$ cat config.mk
export PLATFORM = sky130hd
export DESIGN_NAME = terminal_mux_connect_fanin
export DESIGN_NICKNAME = d
export VERILOG_FILES = /design/src/mux_pkg.sv /design/src/input_fan_in.sv /design/src/terminal_mux_connect_fanin.sv
export SDC_FILE = /design/constraint.sdc
export NUM_CORES = 1
export LEC_CHECK = 0
export BUFFER_PORTS_ARGS = -buffer_cell sky130_fd_sc_hd__buf_2
export CAP_MARGIN = 20
export CORE_ASPECT_RATIO = 1.25
export CORE_UTILIZATION = 45
export DETAILED_ROUTE_END_ITERATION = 16
export PLACE_DENSITY = 0.73
export SYNTH_ARGS = -nofsm -noshare
export SYNTH_HDL_FRONTEND = slang
export SYNTH_SLANG_ARGS = --single-unit
$ cat constraint.sdc
create_clock -name clk_i -period 6.95 [get_ports clk_i]
set_input_delay 0.695 -clock clk_i [delete_from_list [all_inputs] [get_ports clk_i]]
set_output_delay 0.695 -clock clk_i [all_outputs]
set_load 0.02 [all_outputs]
$ cat src/mux_pkg.sv
/*
  Shared constants and types for the terminal multiplexer connect and fan-in logic.
  Assumes a single 50 MHz clock and a 32-bit classic Wishbone register bus.
*/
package mux_pkg;

  // ********************************************************************
  // Timing
  // ********************************************************************
  localparam int CLK_HZ = 50_000_000;
  // Just under a 100 ms character interval
  localparam int INT_PERIOD_US = 90_000;
  localparam int INT_PERIOD_CYC = INT_PERIOD_US * (CLK_HZ / 1_000_000);

  // ********************************************************************
  // Word and unit geometry
  // ********************************************************************
  localparam int WORD_W = 12;
  localparam int CHAR_W = 8;
  localparam int UNIT_W = 3;
  localparam int UNITS = 16;
  localparam int IDX_W = 4;
  localparam int BIT_READY = 11;
  localparam int BIT_LOST = 10;
  localparam int BIT_BRK_IDLE = 9;
  localparam int BIT_REQ = 8;
  localparam int CODE_MATCH_HI = 11;
  localparam int CODE_MATCH_LO = 4;
  localparam int CODE_SECTION = 3;
  localparam int MATCH_W = 8;

  // ********************************************************************
  // Register map
  // ********************************************************************
  localparam logic [7:0] REG_CTRL = 8'h00;
  localparam logic [7:0] REG_MATCH = 8'h04;
  localparam logic [7:0] REG_PERIOD = 8'h08;
  localparam logic [7:0] REG_STATUS = 8'h0C;
  localparam int CTRL_SCAN = 0;
  localparam logic CTRL_SCAN_RST = 1'b0;
  localparam logic [MATCH_W-1:0] MATCH_RST = 8'h00;
  localparam int ST_CONN = 0;
  localparam int ST_SECT = 1;
  localparam int ST_UNIT = 2;
  localparam int ST_LOCK = 5;
  localparam int ST_IRQ = 6;
  localparam int ST_READ = 7;
  localparam int ST_WRITE = 8;

  // ********************************************************************
  // Types
  // ********************************************************************
  typedef struct packed {
    logic ready;
    logic lost;
    logic brk;
    logic idle;
  } unit_status_s;

  typedef struct packed {
    logic [1:0] conn_sy, rd_sy, wr_sy, strb_sy, cil_sy, clr_sy;
    logic [WORD_W-1:0] din_sy1, din_sy2;
    logic conn_d, strb_d, cil_d;
    logic [31:0] tick_cnt, period;
    logic scan_en;
    logic [MATCH_W-1:0] match;
    logic irq_flag, lockout, irq_out;
    logic connected, section;
    logic [UNIT_W-1:0] unit;
    logic reply, rd_pend, rd_took;
    logic [WORD_W-1:0] dout;
    logic dout_oe;
    logic [UNITS-1:0] iack;
    logic [CHAR_W-1:0] ochar;
    logic ostrobe;
    logic wb_ack;
    logic [31:0] wb_dat;
  } state_s;

endpackage

$ cat src/input_fan_in.sv
/*
  Fan-in of character data and status from the serial input units onto one word.
  Assumes unit outputs are logic on the same clock; output is combinational.
*/
`timescale 1ns/1ns
`default_nettype none

module input_fan_in
  import mux_pkg::*;
#(
  parameter int UNITS_P = UNITS
) (
  // Unit side
  input wire logic [UNITS_P*CHAR_W-1:0] char_i,
  input wire unit_status_s [UNITS_P-1:0] status_i,
  input wire logic [UNITS_P-1:0] req_i,
  // Selection
  input wire logic [IDX_W-1:0] sel_i,
  input wire logic en_i,
  // Shared word
  output logic [WORD_W-1:0] word_o
);

  unit_status_s st;

  // ********************************************************************
  // One shared group, only the selected unit reaches it
  // ********************************************************************
  always_comb begin
    st = status_i[sel_i];
    word_o = '0;
    if (en_i) begin
      word_o[BIT_READY] = st.ready;
      word_o[BIT_LOST] = st.lost;
      word_o[BIT_BRK_IDLE] = st.brk | st.idle;
      word_o[BIT_REQ] = req_i[sel_i];
      // Idle keeps the unit's held character; break forces zero
      if (!st.brk) begin
        word_o[CHAR_W-1:0] = char_i[sel_i*CHAR_W +: CHAR_W];
      end
    end
  end

endmodule

`default_nettype wire

$ cat src/terminal_mux_connect_fanin.sv
/*
  Computer-facing connect decoder, interrupt clock and input fan-in of the terminal
  multiplexer, with a classic Wishbone register slave.
  Assumes host channel pins are asynchronous, unit signals share clk_i.
*/
// The Wishbone interface to the registers and the register addresses were left to the implementer.
// Function
// - Interrupt flip-flop set once per free-running interrupt clock cycle.
// - Interrupt period is programmable, just under the character interval.
// - Data words are 12 bits, at most eight carry character data.
// - First two code digits select the group of cabinets.
// - Third digit upper bits select cabinet, lowest bit the section.
// - Fourth digit selects one of eight unit pairs, 0 to 7.
// - Connect accepted only when upper code matches wired setting.
// - Section A on even third digit, section B on odd.
// - Scanning variant steps through input units itself in read mode.
// - Each status signal fanned in so only connected unit shows.
// - Character ready presented on data bit 11 with the character.
// - After acceptance a short acknowledge clears only the selected unit.
// - Character lost raised toward host when a character was missed.
// - Character presented as zeros while break is set.
// - Idle status after 5 s marking; last character repeats.
// - Idle and break merged onto one status line.
// - All units share one data group, one driver at a time.
// - Reply follows connect or data strobe and drops with it.
// - Read character placed on low data bits before reply.
`timescale 1ns/1ns
`default_nettype none

module terminal_mux_connect_fanin
  import mux_pkg::*;
#(
  parameter int INT_PERIOD_P = INT_PERIOD_CYC
) (
  // Clock and reset
  input wire logic clk_i,
  input wire logic rst_i,
  // Wishbone slave
  input wire logic wb_cyc_i,
  input wire logic wb_stb_i,
  input wire logic wb_we_i,
  input wire logic [7:0] wb_adr_i,
  input wire logic [3:0] wb_sel_i,
  input wire logic [31:0] wb_dat_i,
  output logic [31:0] wb_dat_o,
  output logic wb_ack_o,
  // Host channel
  input wire logic [WORD_W-1:0] host_data_i,
  output logic [WORD_W-1:0] host_data_o,
  output logic host_data_oe_o,
  input wire logic connect_i,
  input wire logic read_i,
  input wire logic write_i,
  input wire logic data_strobe_i,
  input wire logic clear_interrupt_lockout_i,
  input wire logic interrupt_clear_i,
  output logic reply_o,
  output logic interrupt_o,
  // Serial unit side
  input wire logic [UNITS*CHAR_W-1:0] unit_char_i,
  input wire unit_status_s [UNITS-1:0] unit_status_i,
  input wire logic [UNITS-1:0] char_request_i,
  output logic [UNITS-1:0] input_ack_o,
  output logic unit_connected_o,
  output logic unit_section_o,
  output logic [UNIT_W-1:0] unit_index_o,
  output logic [CHAR_W-1:0] out_char_o,
  output logic out_strobe_o
);

  // ********************************************************************
  // Helpers
  // ********************************************************************
  function automatic logic [UNITS-1:0] unit_onehot(input logic [IDX_W-1:0] i);
    unit_onehot = '0;
    unit_onehot[i] = 1'b1;
  endfunction

  function automatic logic [31:0] byte_merge(input logic [31:0] old_v,
                                             input logic [31:0] new_v,
                                             input logic [3:0] sel);
    byte_merge = old_v;
    for (int b = 0; b < 4; b++) begin
      if (sel[b]) begin
        byte_merge[b*8 +: 8] = new_v[b*8 +: 8];
      end
    end
  endfunction

  state_s s_reg;
  state_s s_next;
  logic [WORD_W-1:0] fan_word;
  logic [IDX_W-1:0] idx;
  logic tick;
  logic conn_rise;
  logic strb_rise;
  logic cil_rise;
  logic code_ok;
  logic scan_idle;
  logic wb_hit;
  logic fan_brk;

  assign idx = {s_reg.section, s_reg.unit};
  assign fan_brk = unit_status_i[idx].brk;
  assign conn_rise = s_reg.conn_sy[1] & ~s_reg.conn_d;
  assign strb_rise = s_reg.strb_sy[1] & ~s_reg.strb_d;
  assign cil_rise = s_reg.cil_sy[1] & ~s_reg.cil_d;
  // Short periods collapse to one cycle rather than stalling
  assign tick = (s_reg.period <= 32'h0000_0001) || (s_reg.tick_cnt >= s_reg.period - 32'h1);
  assign code_ok = s_reg.din_sy2[CODE_MATCH_HI:CODE_MATCH_LO] == s_reg.match;
  // A connect in flight wins over the scanner, so the new code is kept
  assign scan_idle = s_reg.scan_en & s_reg.connected & s_reg.rd_sy[1] & ~s_reg.strb_sy[1]
                     & ~s_reg.conn_sy[1] & ~s_reg.reply & ~s_reg.rd_pend & ~s_reg.rd_took;
  assign wb_hit = wb_cyc_i & wb_stb_i & ~s_reg.wb_ack;

  input_fan_in #(
    .UNITS_P(UNITS)
  ) u_fan_in (
    .char_i(unit_char_i),
    .status_i(unit_status_i),
    .req_i(char_request_i),
    .sel_i(idx),
    .en_i(s_reg.connected),
    .word_o(fan_word)
  );

  // ********************************************************************
  // Next state
  // ********************************************************************
  always_comb begin
    s_next = s_reg;
    // Two-flop synchronisers on every host pin
    s_next.conn_sy = {s_reg.conn_sy[0], connect_i};
    s_next.rd_sy = {s_reg.rd_sy[0], read_i};
    s_next.wr_sy = {s_reg.wr_sy[0], write_i};
    s_next.strb_sy = {s_reg.strb_sy[0], data_strobe_i};
    s_next.cil_sy = {s_reg.cil_sy[0], clear_interrupt_lockout_i};
    s_next.clr_sy = {s_reg.clr_sy[0], interrupt_clear_i};
    s_next.din_sy1 = host_data_i;
    s_next.din_sy2 = s_reg.din_sy1;
    s_next.conn_d = s_reg.conn_sy[1];
    s_next.strb_d = s_reg.strb_sy[1];
    s_next.cil_d = s_reg.cil_sy[1];
    s_next.iack = '0;
    s_next.ostrobe = 1'b0;
    s_next.wb_ack = 1'b0;

    // Interrupt clock runs free; only the host removes the request
    if (s_reg.clr_sy[1]) begin
      s_next.irq_flag = 1'b0;
    end
    if (tick) begin
      s_next.tick_cnt = '0;
      s_next.irq_flag = 1'b1;
    end else begin
      s_next.tick_cnt = s_reg.tick_cnt + 32'h1;
    end
    if (cil_rise) begin
      s_next.lockout = 1'b0;
    end
    s_next.irq_out = s_reg.irq_flag & ~s_reg.lockout;

    // Connect decode
    if (conn_rise) begin
      if (code_ok) begin
        s_next.connected = 1'b1;
        s_next.section = s_reg.din_sy2[CODE_SECTION];
        s_next.unit = s_reg.din_sy2[UNIT_W-1:0];
        s_next.reply = 1'b1;
        s_next.lockout = 1'b1;
      end else begin
        // Another cabinet addressed: drop off the shared lines
        s_next.connected = 1'b0;
        s_next.dout = '0;
        s_next.dout_oe = 1'b0;
      end
    end

    // Data strobe
    if (strb_rise && s_reg.connected) begin
      if (s_reg.rd_sy[1]) begin
        s_next.dout = fan_word;
        s_next.dout_oe = 1'b1;
        s_next.rd_pend = 1'b1;
        s_next.rd_took = fan_word[BIT_READY];
      end else if (s_reg.wr_sy[1]) begin
        s_next.ochar = s_reg.din_sy2[CHAR_W-1:0];
        s_next.ostrobe = 1'b1;
        s_next.reply = 1'b1;
      end
    end
    // Word stands one cycle before reply
    if (s_reg.rd_pend) begin
      s_next.rd_pend = 1'b0;
      s_next.reply = 1'b1;
    end

    // Release: reply falls, accepted character acknowledged
    if (!s_reg.conn_sy[1] && !s_reg.strb_sy[1] && !s_reg.rd_pend) begin
      s_next.reply = 1'b0;
      s_next.dout_oe = 1'b0;
      s_next.dout = '0;
      s_next.rd_took = 1'b0;
      if (s_reg.rd_took) begin
        s_next.iack = unit_onehot(idx);
        if (s_reg.scan_en) begin
          {s_next.section, s_next.unit} = idx + 4'h1;
        end
      end
    end

    // Scanner skips units without a character
    if (scan_idle && !fan_word[BIT_READY]) begin
      {s_next.section, s_next.unit} = idx + 4'h1;
    end

    // Wishbone slave, one wait state
    if (wb_hit) begin
      s_next.wb_ack = 1'b1;
      s_next.wb_dat = '0;
      if (wb_we_i) begin
        case ({wb_adr_i[7:2], 2'b00})
          REG_CTRL: begin
            if (wb_sel_i[0]) begin
              s_next.scan_en = wb_dat_i[CTRL_SCAN];
            end
          end
          REG_MATCH: begin
            if (wb_sel_i[0]) begin
              s_next.match = wb_dat_i[MATCH_W-1:0];
            end
          end
          REG_PERIOD: begin
            s_next.period = byte_merge(s_reg.period, wb_dat_i, wb_sel_i);
          end
          default: begin
          end
        endcase
      end else begin
        case ({wb_adr_i[7:2], 2'b00})
          REG_CTRL: s_next.wb_dat[CTRL_SCAN] = s_reg.scan_en;
          REG_MATCH: s_next.wb_dat[MATCH_W-1:0] = s_reg.match;
          REG_PERIOD: s_next.wb_dat = s_reg.period;
          REG_STATUS: begin
            s_next.wb_dat[ST_CONN] = s_reg.connected;
            s_next.wb_dat[ST_SECT] = s_reg.section;
            s_next.wb_dat[ST_UNIT +: UNIT_W] = s_reg.unit;
            s_next.wb_dat[ST_LOCK] = s_reg.lockout;
            s_next.wb_dat[ST_IRQ] = s_reg.irq_flag;
            s_next.wb_dat[ST_READ] = s_reg.rd_sy[1];
            s_next.wb_dat[ST_WRITE] = s_reg.wr_sy[1];
          end
          default: s_next.wb_dat = '0;
        endcase
      end
    end
  end

  // ********************************************************************
  // State register
  // ********************************************************************
  always_ff @(posedge clk_i) begin
    if (rst_i) begin
      s_reg <= '0;
      s_reg.period <= 32'(INT_PERIOD_P);
      s_reg.scan_en <= CTRL_SCAN_RST;
      s_reg.match <= MATCH_RST;
    end else begin
      s_reg <= s_next;
    end
  end

  assign wb_dat_o = s_reg.wb_dat;
  assign wb_ack_o = s_reg.wb_ack;
  assign host_data_o = s_reg.dout;
  assign host_data_oe_o = s_reg.dout_oe;
  assign reply_o = s_reg.reply;
  assign interrupt_o = s_reg.irq_out;
  assign input_ack_o = s_reg.iack;
  assign unit_connected_o = s_reg.connected;
  assign unit_section_o = s_reg.section;
  assign unit_index_o = s_reg.unit;
  assign out_char_o = s_reg.ochar;
  assign out_strobe_o = s_reg.ostrobe;
endmodule

`default_nettype wire

==> results of run 1 <==
[per-stage QoR]
| step | total power [mW] | cell area [um2] | utilization, % |
|---|---|---|---|
| 2_1_floorplan | 1.230 | 10420 | - |
| 4_1_cts | 2.286 | 12370 | 55.12 |
| 5_1_grt | 2.351 | 12410 | 55.30 |
| 3_5_place_dp | 1.333 | 11790 | 52.55 |
| 6_report | 2.269 | 12410 | 55.33 |
| 3_3_place_gp | 1.330 | 11790 | 52.55 |
[layer usage]
layer,vias up,wire (um)
li1,4325,-
met5,-,0
met2,360,15660
met1,4353,13010
met3,45,2154
met4,0,846
[critical path: stages (launching register included)]
cell and delay [ns]:
sky130_fd_sc_hd__dfxtp_1 0.36, sky130_fd_sc_hd__inv_1 0.09, sky130_fd_sc_hd__ha_1 0.20, sky130_fd_sc_hd__nor3b_1 0.54, sky130_fd_sc_hd__nand3_1 0.39, sky130_fd_sc_hd__nor4_2 0.55, sky130_fd_sc_hd__nand2_1 0.17, sky130_fd_sc_hd__nor4_1 0.28
sky130_fd_sc_hd__xnor2_1 0.11, sky130_fd_sc_hd__ha_1 0.18, sky130_fd_sc_hd__a21o_1 0.15, sky130_fd_sc_hd__a21o_1 0.18, sky130_fd_sc_hd__a22oi_1 0.19, sky130_fd_sc_hd__nand3b_1 0.12, sky130_fd_sc_hd__or3_1 0.56, sky130_fd_sc_hd__buf_16 0.25
sky130_fd_sc_hd__nor3_1 0.18
[layout make-up]
cell class | instances | area (um2)
clock inverters | 13 | 135.1
clock buffers | 19 | 442.9
inverters | 10 | 37.54
diodes | 5 | 12.51
repair buffers | 359 | 1839
fillers | 2055 | 10020
well taps | 283 | 354.1
multi-input cells | 756 | 5704
flip-flops and latches | 194 | 3889
[cell usage after synthesis, types with 2 or more instances]
| cell type | count |
|---|---|
| sky130_fd_sc_hd__or3_1 | 2 |
| sky130_fd_sc_hd__mux2i_1 | 13 |
| sky130_fd_sc_hd__a32oi_1 | 2 |
| sky130_fd_sc_hd__mux4_2 | 62 |
| sky130_fd_sc_hd__ha_1 | 39 |
| sky130_fd_sc_hd__nor4_1 | 9 |
| sky130_fd_sc_hd__nand3b_1 | 2 |
| sky130_fd_sc_hd__and4_1 | 6 |
| sky130_fd_sc_hd__buf_4 | 71 |
| sky130_fd_sc_hd__inv_1 | 9 |
| sky130_fd_sc_hd__nand4_1 | 13 |
| sky130_fd_sc_hd__or2_2 | 4 |
| sky130_fd_sc_hd__buf_1 | 6 |
| sky130_fd_sc_hd__or4_1 | 4 |
| sky130_fd_sc_hd__xnor2_1 | 31 |
| sky130_fd_sc_hd__nor4_2 | 3 |
| sky130_fd_sc_hd__buf_2 | 6 |
| sky130_fd_sc_hd__a31oi_1 | 5 |
| sky130_fd_sc_hd__nand3_1 | 33 |
| sky130_fd_sc_hd__nor2b_1 | 44 |
| sky130_fd_sc_hd__a21oi_1 | 57 |
| sky130_fd_sc_hd__nor3_1 | 52 |
| sky130_fd_sc_hd__dfxtp_1 | 194 |
| sky130_fd_sc_hd__xor2_1 | 37 |
| sky130_fd_sc_hd__clkbuf_1 | 54 |
| sky130_fd_sc_hd__and2_1 | 10 |
| sky130_fd_sc_hd__a22oi_1 | 40 |
| sky130_fd_sc_hd__nand2_1 | 125 |
| sky130_fd_sc_hd__a21o_1 | 6 |
| sky130_fd_sc_hd__and3b_1 | 2 |
| sky130_fd_sc_hd__a311oi_1 | 2 |
| sky130_fd_sc_hd__o31ai_1 | 2 |
| sky130_fd_sc_hd__a22o_1 | 14 |
| sky130_fd_sc_hd__nand2b_1 | 5 |
| sky130_fd_sc_hd__nor3b_1 | 4 |
| sky130_fd_sc_hd__mux2_2 | 3 |
| sky130_fd_sc_hd__and3_1 | 8 |
| sky130_fd_sc_hd__or4_4 | 3 |
| sky130_fd_sc_hd__nor2_1 | 96 |
| sky130_fd_sc_hd__o21ai_0 | 7 |
[worst max path at each step]
stage / cells past startpoint / slack (ns) / to / start
2_1_floorplan: 16 / 2.97 / s_reg[125]$_SDFF_PP0_ / s_reg[95]$_SDFFE_PP0P_
5_1_grt: 14 / 1.87 / s_reg[136]$_SDFF_PP0_ / s_reg[91]$_SDFFE_PP0P_
3_5_place_dp: 15 / 2.18 / s_reg[140]$_SDFF_PP0_ / s_reg[91]$_SDFFE_PP0P_
6_report: 16 / 2.36 / s_reg[144]$_SDFF_PP0_ / s_reg[91]$_SDFFE_PP0P_
4_1_cts: 15 / 2.13 / s_reg[140]$_SDFF_PP0_ / s_reg[91]$_SDFFE_PP0P_
3_3_place_gp: 13 / 2.27 / s_reg[148]$_SDFF_PP0_ / s_reg[95]$_SDFFE_PP0P_
[cell usage in the layout, fill, tap and decap left out, types with 10 or more instances in the layout]
cell	netlist	routed
sky130_fd_sc_hd__dfxtp_1	194	192
sky130_fd_sc_hd__nand4_1	13	13
sky130_fd_sc_hd__xor2_1	37	37
sky130_fd_sc_hd__nand2_1	125	125
sky130_fd_sc_hd__nor2_1	96	96
sky130_fd_sc_hd__buf_2	6	350
sky130_fd_sc_hd__mux2i_1	13	13
sky130_fd_sc_hd__a21oi_1	57	57
sky130_fd_sc_hd__mux4_2	62	62
sky130_fd_sc_hd__xnor2_1	31	31
sky130_fd_sc_hd__and2_1	10	10
sky130_fd_sc_hd__nor2b_1	44	44
sky130_fd_sc_hd__clkbuf_16	0	17
sky130_fd_sc_hd__nand3_1	33	33
sky130_fd_sc_hd__ha_1	39	39
sky130_fd_sc_hd__nor3_1	52	52
sky130_fd_sc_hd__a22oi_1	40	40
sky130_fd_sc_hd__a22o_1	14	14
[where the power goes]
group / total [mW] / switching (mW) / internal [mW]
clock network: 0.960 / 0.470 / 0.489
registers: 1.13 / 0.00801 / 1.12
logic: 0.178 / 0.0796 / 0.0989
total: 2.27 / 0.558 / 1.71
[kinds of logic after synthesis]
family	Yosys count	synth area share (%)
simple gates	430	20.40
flops	194	37.29
buf+inv	149	8.085
compound gates	141	8.842
mux	78	14.98
xor+xnor	68	5.718
fa+ha+maj	39	4.685
==> reports/summary.md, run 1 <==
Drt
• number of detailed-route iterations in the first pass: 5
• total number of vias: 9083
• mean number of vias per cell: 5.542
• routed length per instance: 19.33 um
• final antenna-violating net count: 0
• DRC violation count after routing: 0
• drt total wl: 31680 um
• number of design-rule violations left by the first detailed-router iteration: 430

Logic synthesis
• synthesis warning total: 0
• number of synthesized flops with an enable pin: 0
• Area contributors post-synth: sky130_fd_sc_hd__dfxtp_1, sky130_fd_sc_hd__mux4_2, sky130_fd_sc_hd__buf_4
• Top FF cell, synth: sky130_fd_sc_hd__dfxtp_1
• post-synth cell types: 54
• library cell with the largest summed area after synthesis: sky130_fd_sc_hd__dfxtp_1
• Net Count, Synth: 1413
• share of the synthesized area in the top cell type: 37.29%
• post-synthesis area per instance: 9.477 um2
• count of state elements after synthesis: 194
• async set-or-reset flop fraction in the synthesized netlist: 0%
• Synth Cell Area: 10410 um2
• fraction of the yosys area taken by sequential cells: 37.29%
• Cells after Synth: 1099

STA
• Final Worst Setup Slack: 2.356 ns
• maximum frequency from static timing analysis: 217.7 MHz
• smallest hold slack: 0.4386 ns
• Clock Skew: 0.01477 ns
• final count of hold timing violations: 0
• share of the cycle needed by the critical path after routing: 66.10%
• final-layout setup total negative slack: 0 ns
• worst relative slew slack: 33.62%
• setup repair after global routing missed its margin: no
• min cycle time layout: 4.594 ns
• measured slew at the worst slew-check pin: 0.9957 ns
• Final Slew Violations: 0
• number of setup violations in the final report: 0

Place
• weighted congestion reported at the end of routability-driven placement: 1.040
• count of port buffers added during placement: 350
• minimum setup slack after placement: 2.185 ns
• number of instances in the placed design: 1600
• HPWL reported at the end of detailed placement: 25190 um

CTS
• number of setup buffers added after CTS: 0
• Bufs on Longest Clock Path: 2
• TritonCTS buffer count: 17
• Sinks on Clock Net: 194
• hold-fix buffer count after cts: 0
• clock transition time at the flip-flop clock pins of the worst setup and hold paths: 0.08 ns
• insertion delay to the later sink of the worst-skew pair: 0.44 ns
• H-tree lvl count: 4
• CTS tree: yes
• CTS root buffer: sky130_fd_sc_hd__clkbuf_16
• number of cells upsized or downsized after cts: 0

Global route
• combined global-route utilization of all metal layers: 26.64%
• largest net degree at the start of global routing: 87
• gr ovfl total: 0
• GR Util met2: 47.15%
• global-route met3 utilization: 6.702%
• met1 demand-to-capacity share in global routing: 31.41%
• Top Usage Layer GRT: met2
• initial antenna violation count: 7
• number of global-route vias before repair: 8780
• wire length of the first global-routing pass: 48400 um

Setup path
• critical setup path kind: flop to flop
• Critical Path AT: 4.94 ns
• reg-to-reg endpoint: s_reg[144]$_SDFF_PP0_
• highest fanout seen on the critical path: 23
• source of the worst register-to-register timing path: s_reg[91]$_SDFFE_PP0P_
• Startpoint Class: flop
• depth of the worst register-to-register path: 16
• register-to-register setup slack: 2.36 ns
• category of the worst setup path capture point: flop
• Crit path required time: 7.30 ns

Min path
• type of the tightest min-delay check: flop to flop
• HP Start: s_next[167]$_SDFF_PP0_
• Worst Hold Path EP: s_reg[167]$_SDFF_PP0_
• worst hold path stage count: 1

Status
• run status: completed

Layout
• fraction of final layout cells sized beyond drive strength 1: 34.79%
• area growth from synthesis to final layout: 19.20%
• non-filler cells in the finished layout: 1639
• number of nets in the layout: 1652
• max reg flops: 95

Job
• max-capacitance violation count: 0

Die
• I/O pin cnt: 353
• Die Wd: 138.1 um
• effective utilization at floorplan: 46.41%
• Core Rows: 61
• overall die height: 172.1 um
• area inside the core boundary: 22440 um2
• floorplan die area: 23760 um2

Power and ir drop
• leakage component of the power: 5.225 nW
• Max IR drop VDD: 166.4 uV
• Pwr per Cell Area: 182.8 nW/um2

Power figures use the tool's default switching activity.
==> run 2: changes to the inputs <==
clock period = 4.7 ns   (was 6.95 ns; I/O delays follow)
==> run 2 against run 1 <==
Die area stayed put. First-iteration DRC count is 6.7% higher. Largest power group unchanged. Non-clock buffer count is 6 higher.
==> reports/summary.md, run 2 (synthesized netlist as in run 1, its figures left out) <==
Status
• run status: completed, unchanged

CTS
• H-tree lvl count: 4, unchanged
• number of cells upsized or downsized after cts: 0, unchanged
• CTS tree: yes, unchanged
• hold-fix buffer count after cts: 0, unchanged
• clock transition time at the flip-flop clock pins of the worst setup and hold paths: 0.08 ns, about the same
• number of setup buffers added after CTS: 0, unchanged
• Sinks on Clock Net: 194, unchanged
• Bufs on Longest Clock Path: 2, unchanged
• TritonCTS buffer count: 17, unchanged
• CTS root buffer: sky130_fd_sc_hd__clkbuf_16, unchanged
• insertion delay to the later sink of the worst-skew pair: 0.44 ns, about the same

Layout
• cell area after layout: 12500 um2, was 12410 um2
• max reg flops: 95, unchanged
• area taken by flip-flops and latches: 3889 um2, unchanged
• area growth from synthesis to final layout: 20.01%, was 19.20%
• number of nets in the layout: 1658, was 1652
• leading cell types in the layout, fill and taps excluded: sky130_fd_sc_hd__buf_2, sky130_fd_sc_hd__dfxtp_1, sky130_fd_sc_hd__nand2_1, unchanged
• area of the multi-input gates: 5695 um2, was 5704 um2
• fraction of final layout cells sized beyond drive strength 1: 35.15%, was 34.79%
• Filler cells: 2045, was 2055
• Finished Core Util: 55.70%, was 55.33%
• commonest non-fill, non-tap cell in the layout: sky130_fd_sc_hd__buf_2, unchanged

Setup path
• critical setup path kind: flop to flop, unchanged
• critical path's slowest cell: sky130_fd_sc_hd__or4_1, was sky130_fd_sc_hd__or3_1
• Slowest Stage Delay on Critical Path: 0.61 ns, was 0.56 ns
• Startpoint Class: flop, unchanged
• Crit path required time: 5.05 ns, was 7.30 ns
• Critical Path AT: 4.57 ns, was 4.94 ns
• category of the worst setup path capture point: flop, unchanged
• Cell Chain, Critical Path: or4_1 > or4_1 > or4_4 > nor4_2 > xnor2_1 > ha_1 > a21o_1 > a21o_1 > a22oi_1 > nand3b_1 > or3_1 > buf_12 > nor3_1, was inv_1 > ha_1 > nor3b_1 > nand3_1 > nor4_2 > nand2_1 > nor4_1 > xnor2_1 > ha_1 > a21o_1 > a21o_1 > a22oi_1 > nand3b_1 > or3_1 > buf_16 > nor3_1
• highest fanout seen on the critical path: 32, was 23

Drt
• routed length per instance: 19.54 um, was 19.33 um
• DRC violation count after routing: 0, unchanged
• drt total wl: 32100 um, was 31680 um
• mean number of vias per cell: 5.540, was 5.542
• number of design-rule violations left by the first detailed-router iteration: 459, was 430
• total number of vias: 9103, was 9083
• number of detailed-route iterations in the first pass: 5, unchanged
• final antenna-violating net count: 0, unchanged

Die
• area inside the core boundary: 22440 um2, unchanged
• I/O pin cnt: 353, unchanged
• floorplan die area: 23760 um2, unchanged
• Die Wd: 138.1 um, unchanged
• overall die height: 172.1 um, unchanged
• effective utilization at floorplan: 46.41%, unchanged
• Core Rows: 61, unchanged

STA
• maximum frequency from static timing analysis: 237.0 MHz, was 217.7 MHz
• min cycle time layout: 4.219 ns, was 4.594 ns
• worst relative slew slack: 43.61%, was 33.62%
• final-layout setup total negative slack: 0 ns, unchanged
• Final Slew Violations: 0, unchanged
• share of the cycle needed by the critical path after routing: 89.76%, was 66.10%
• measured slew at the worst slew-check pin: 0.8428 ns, was 0.9957 ns
• Clock Skew: 0.01497 ns, was 0.01477 ns
• final count of hold timing violations: 0, unchanged
• smallest hold slack: 0.2365 ns, was 0.4386 ns
• number of setup violations in the final report: 0, unchanged
• setup repair after global routing missed its margin: no, unchanged

Power and ir drop
• switching power as a share of total power: 24.64%, was 24.59%
• Clk pwr share: 43.8%, was 42.3%
• proportion of power drawn by flip-flops and latches: 48.6%, was 49.8%
• cell-internal power: 2.593 mW, was 1.711 mW
• Pwr per Cell Area: 275.3 nW/um2, was 182.8 nW/um2
• part of the power in combinational logic: 7.6%, was 7.9%
• Max IR drop VDD: 239.4 uV, was 166.4 uV
• switching power of the nets: 0.8479 mW, was 0.5579 mW
• leakage component of the power: 5.272 nW, was 5.225 nW
• total chip power: 3.441 mW, was 2.269 mW

Global route
• wire length of the first global-routing pass: 49470 um, was 48400 um
• number of global-route vias before repair: 8949, was 8780
• combined global-route utilization of all metal layers: 27.13%, was 26.64%
• initial antenna violation count: 5, was 7
• largest net degree at the start of global routing: 62, was 87
• gr ovfl total: 0, unchanged

Min path
• type of the tightest min-delay check: primary input to flop, was flop to flop

Place
• count of port buffers added during placement: 350, unchanged
• HPWL reported at the end of detailed placement: 25880 um, was 25190 um
• cell area after placement: 11860 um2, was 11790 um2
• weighted congestion reported at the end of routability-driven placement: 0.9819, was 1.040

Job
• max-capacitance violation count: 0, unchanged

[run 2: path summary, 6_finish.rpt]
| check | startpoint | end | slack [ns] | cells after the start |
|---|---|---|---|---|
| min | connect_i | s_next[193]$_SDFF_PP0_ | 0.24 | 2 |
| max reg2reg | s_reg[91]$_SDFFE_PP0P_ | s_reg[126]$_SDFF_PP0_ | 0.48 | 13 |
| min reg2reg | s_next[164]$_SDFF_PP0_ | s_reg[164]$_SDFF_PP0_ | 0.44 | 1 |
| max | s_reg[91]$_SDFFE_PP0P_ | s_reg[126]$_SDFF_PP0_ | 0.48 | 13 |
[run 2: metrics by stage]
stage / instances / worst slack, ns
floorplan: 1099 / 0.7181
global placement: 1607 / 0.5878
detailed placement: 1607 / 0.5216
CTS: 1639 / 0.5080
global route: 1642 / 0.2189
finish: 1643 / 0.4813
[run 2: metal layers]
metal / GRT usage [%] / wire length (um)
met5: 0 / 27
met1: 33.22 / 13560
met2: 47.89 / 16060
met4: 9.986 / 736
met3: 4.625 / 1714
[run 2: cell type report]
class | instances | share of cell area, %
Clock inverter | 14 | 1.502
Inverter | 10 | 0.3003
Tap cell | 283 | 2.833
Clock buffer | 18 | 3.514
Antenna cell | 3 | 0.06006
Timing Repair Buffer | 365 | 15.12
Multi-Input combinational cell | 756 | 45.57
Sequential cell | 194 | 31.11
[run 2: power by group through the flow]
stage | clock network [mW] | registers (mW) | logic [mW]
after global routing | 1.60 | 1.67 | 0.282
after global placement | 0 | 1.71 | 0.257
final | 1.51 | 1.67 | 0.262
after floorplan | 0 | 1.71 | 0.111
after detailed placement | 0 | 1.71 | 0.261
after CTS | 1.53 | 1.67 | 0.262
[run 2: worst max-delay path: cells and delay by family (launching register included)]
| kind | cells | cell delay [ns] |
|---|---|---|
| AOI/OAI and AO/OA | 3 | 0.52 |
| and+or+nand+nor | 7 | 2.61 |
| DFF | 1 | 0.36 |
| adders and majority gates | 1 | 0.26 |
| buffers and inverters | 1 | 0.19 |
| xor gates and xnor gates | 1 | 0.16 |
==> run 3: changes to the inputs <==
PLACE_DENSITY = 0.82   (was 0.73)
==> run 3 against run 2 <==
Design area shrank 0.49%. Combinational power decreased by 2%. Clock power down 3%. Sequential power about the same. Final cell count grew 0.12%. Via count rose by 0.65%. Core utilization decreased by 0.27 points. Worst setup slack got worse by 0.038 ns. Non-clock buffer count down 2. Register-to-register slack worse by 0.04 ns. Critical path type unchanged. Highest routed layer unchanged.
==> reports/summary.md, run 3 (synthesized netlist as in run 1, its figures left out) <==
STA
• setup repair after global routing missed its margin: no, unchanged
• worst relative slew slack: 33.07%, was 43.61%
• Final Worst Setup Slack: 0.4435 ns, was 0.4813 ns
• share of the cycle needed by the critical path after routing: 90.56%, was 89.76%
• number of setup violations in the final report: 0, unchanged
• final-layout setup total negative slack: 0 ns, unchanged
• Final Slew Violations: 0, unchanged
• Clock Skew: 0.01081 ns, was 0.01497 ns
• maximum frequency from static timing analysis: 234.9 MHz, was 237.0 MHz
• measured slew at the worst slew-check pin: 1.004 ns, was 0.8428 ns
• smallest hold slack: 0.2398 ns, was 0.2365 ns
• final count of hold timing violations: 0, unchanged
• min cycle time layout: 4.257 ns, was 4.219 ns

CTS
• CTS tree: yes, unchanged
• number of cells upsized or downsized after cts: 0, unchanged
• CTS root buffer: sky130_fd_sc_hd__clkbuf_16, unchanged
• hold-fix buffer count after cts: 0, unchanged
• Sinks on Clock Net: 194, unchanged
• number of setup buffers added after CTS: 0, unchanged
• clock transition time at the flip-flop clock pins of the worst setup and hold paths: 0.07 ns, was 0.08 ns
• TritonCTS buffer count: 17, unchanged
• H-tree lvl count: 4, unchanged
• Bufs on Longest Clock Path: 2, unchanged
• insertion delay to the later sink of the worst-skew pair: 0.43 ns, was 0.44 ns

Min path
• type of the tightest min-delay check: primary input to flop, unchanged

Setup path
• Critical Path AT: 4.56 ns, was 4.57 ns
• category of the worst setup path capture point: flop, unchanged
• Slowest Stage Delay on Critical Path: 0.62 ns, was 0.61 ns
• highest fanout seen on the critical path: 32, unchanged
• critical path's slowest cell: sky130_fd_sc_hd__or4_1, unchanged
• critical setup path kind: flop to flop, unchanged
• Crit path required time: 5.00 ns, was 5.05 ns
• Startpoint Class: flop, unchanged
• Cell Chain, Critical Path: or4_4 > or4_1 > or4_4 > nor3_4 > nand2_1 > xor2_1 > ha_1 > nand2_1 > o21ai_0 > nor2_1 > a211oi_1 > or3_1 > buf_4 > nor3_1, was or4_1 > or4_1 > or4_4 > nor4_2 > xnor2_1 > ha_1 > a21o_1 > a21o_1 > a22oi_1 > nand3b_1 > or3_1 > buf_12 > nor3_1

Die
• overall die height: 172.1 um, unchanged
• effective utilization at floorplan: 46.41%, unchanged
• Die Wd: 138.1 um, unchanged
• I/O pin cnt: 353, unchanged
• area inside the core boundary: 22440 um2, unchanged
• Core Rows: 61, unchanged
• floorplan die area: 23760 um2, unchanged

Layout
• number of nets in the layout: 1656, was 1658
• Filler cells: 1980, was 2045
• fraction of final layout cells sized beyond drive strength 1: 34.98%, was 35.15%
• area growth from synthesis to final layout: 19.43%, was 20.01%
• max reg flops: 95, unchanged
• commonest non-fill, non-tap cell in the layout: sky130_fd_sc_hd__buf_2, unchanged
• leading cell types in the layout, fill and taps excluded: sky130_fd_sc_hd__buf_2, sky130_fd_sc_hd__dfxtp_1, sky130_fd_sc_hd__nand2_1, unchanged

Place
• weighted congestion reported at the end of routability-driven placement: 0.9240, was 0.9819
• HPWL reported at the end of detailed placement: 24700 um, was 25880 um
• count of port buffers added during placement: 350, unchanged
• minimum setup slack after placement: 0.4381 ns, was 0.5216 ns

Drt
• total number of vias: 9162, was 9103
• mean number of vias per cell: 5.570, was 5.540
• DRC violation count after routing: 0, unchanged
• number of design-rule violations left by the first detailed-router iteration: 558, was 459
• routed length per instance: 19.00 um, was 19.54 um
• final antenna-violating net count: 0, unchanged
• number of detailed-route iterations in the first pass: 5, unchanged
• drt total wl: 31260 um, was 32100 um

Global route
• initial antenna violation count: 8, was 5
• gr ovfl total: 0, unchanged
• wire length of the first global-routing pass: 48240 um, was 49470 um
• number of global-route vias before repair: 9086, was 8949
• largest net degree at the start of global routing: 80, was 62
• combined global-route utilization of all metal layers: 26.28%, was 27.13%

Power and ir drop
• Pwr per Cell Area: 272.9 nW/um2, was 275.3 nW/um2
• Max IR drop VDD: 237.6 uV, was 239.4 uV
• leakage component of the power: 5.243 nW, was 5.272 nW

Job
• max-capacitance violation count: 0, unchanged

Status
• run status: completed, unchanged

-- run 3: cell count changes in the layout (fill, tap and decap cells not counted), moves of 2 or more --
cell and delta:
sky130_fd_sc_hd__diode_2 +4, sky130_fd_sc_hd__buf_12 -2, sky130_fd_sc_hd__clkinv_8 -5, sky130_fd_sc_hd__inv_6 -4, sky130_fd_sc_hd__inv_8 +5, sky130_fd_sc_hd__clkinv_4 +2
-- run 3: critical path, delay by kind of cell (launching register included) --
kind                       cells  cell delay [ns]
buffers and inverters          1             0.31
AOI/OAI and AO/OA              2             0.60
xor gates and xnor gates       1             0.15
adders and majority gates      1             0.32
DFF                            1             0.39
and+or+nand+nor                9             2.33
-- run 3: final cells by class --
type | count | area (um2) | area share (%)
Antenna cell | 7 | 17.52 | 0.1408
Clock buffer | 20 | 456.7 | 3.672
Clock inverter | 12 | 136.4 | 1.096
Inverter | 10 | 37.54 | 0.3018
Multi-Input combinational cell | 756 | 5695 | 45.79
Sequential cell | 194 | 3889 | 31.26
Tap cell | 283 | 354.1 | 2.847
Timing Repair Buffer | 363 | 1852 | 14.89
-- run 3: path summary, 6_finish.rpt --
check / startpoint / end / slack, ns / cells past startpoint
setup / recovery: s_reg[95]$_SDFFE_PP0P_ / s_reg[127]$_SDFF_PP0_ / 0.44 / 14
hold / removal: host_data_i[1] / s_next[159]$_SDFF_PP0_ / 0.24 / 2
setup reg to reg: s_reg[95]$_SDFFE_PP0P_ / s_reg[127]$_SDFF_PP0_ / 0.44 / 14
hold reg to reg: s_next[164]$_SDFF_PP0_ / s_reg[164]$_SDFF_PP0_ / 0.44 / 1
-- run 3: power breakdown --
| group | leakage [nW] | switching (mW) | internal [mW] | total, mW |
|---|---|---|---|---|
| sequential | 1.57 | 0.0129 | 1.66 | 1.67 |
| combinational | 3.38 | 0.113 | 0.144 | 0.257 |
| clock | 0.292 | 0.679 | 0.784 | 1.46 |
| total | 5.24 | 0.805 | 2.59 | 3.39 |
-- run 3: per-stage QoR --
stage / instances / area (um2) / utilization (%) / power (mW)
3_3_place_gp: 1606 / 11830 / 52.71 / 1.963
3_5_place_dp: 1606 / 11830 / 52.71 / 1.969
6_report: 1645 / 12440 / 55.43 / 3.394
5_1_grt: 1644 / 12440 / 55.42 / 3.517
4_1_cts: 1638 / 12420 / 55.35 / 3.416
2_1_floorplan: 1099 / 10420 / - / 1.818
-- run 3: layer usage --
metal  wire [um]  share of wire (%)  GRT usage (%)  vias to the layer above
li1            -                  -              -                     4340
met2       15440                 49          45.59                      407
met3        2130                6.8          5.788                       68
met4        1270                4.1          13.14                        2
met5          13              0.042              0                        -
met1       12410                 40          30.72                     4345
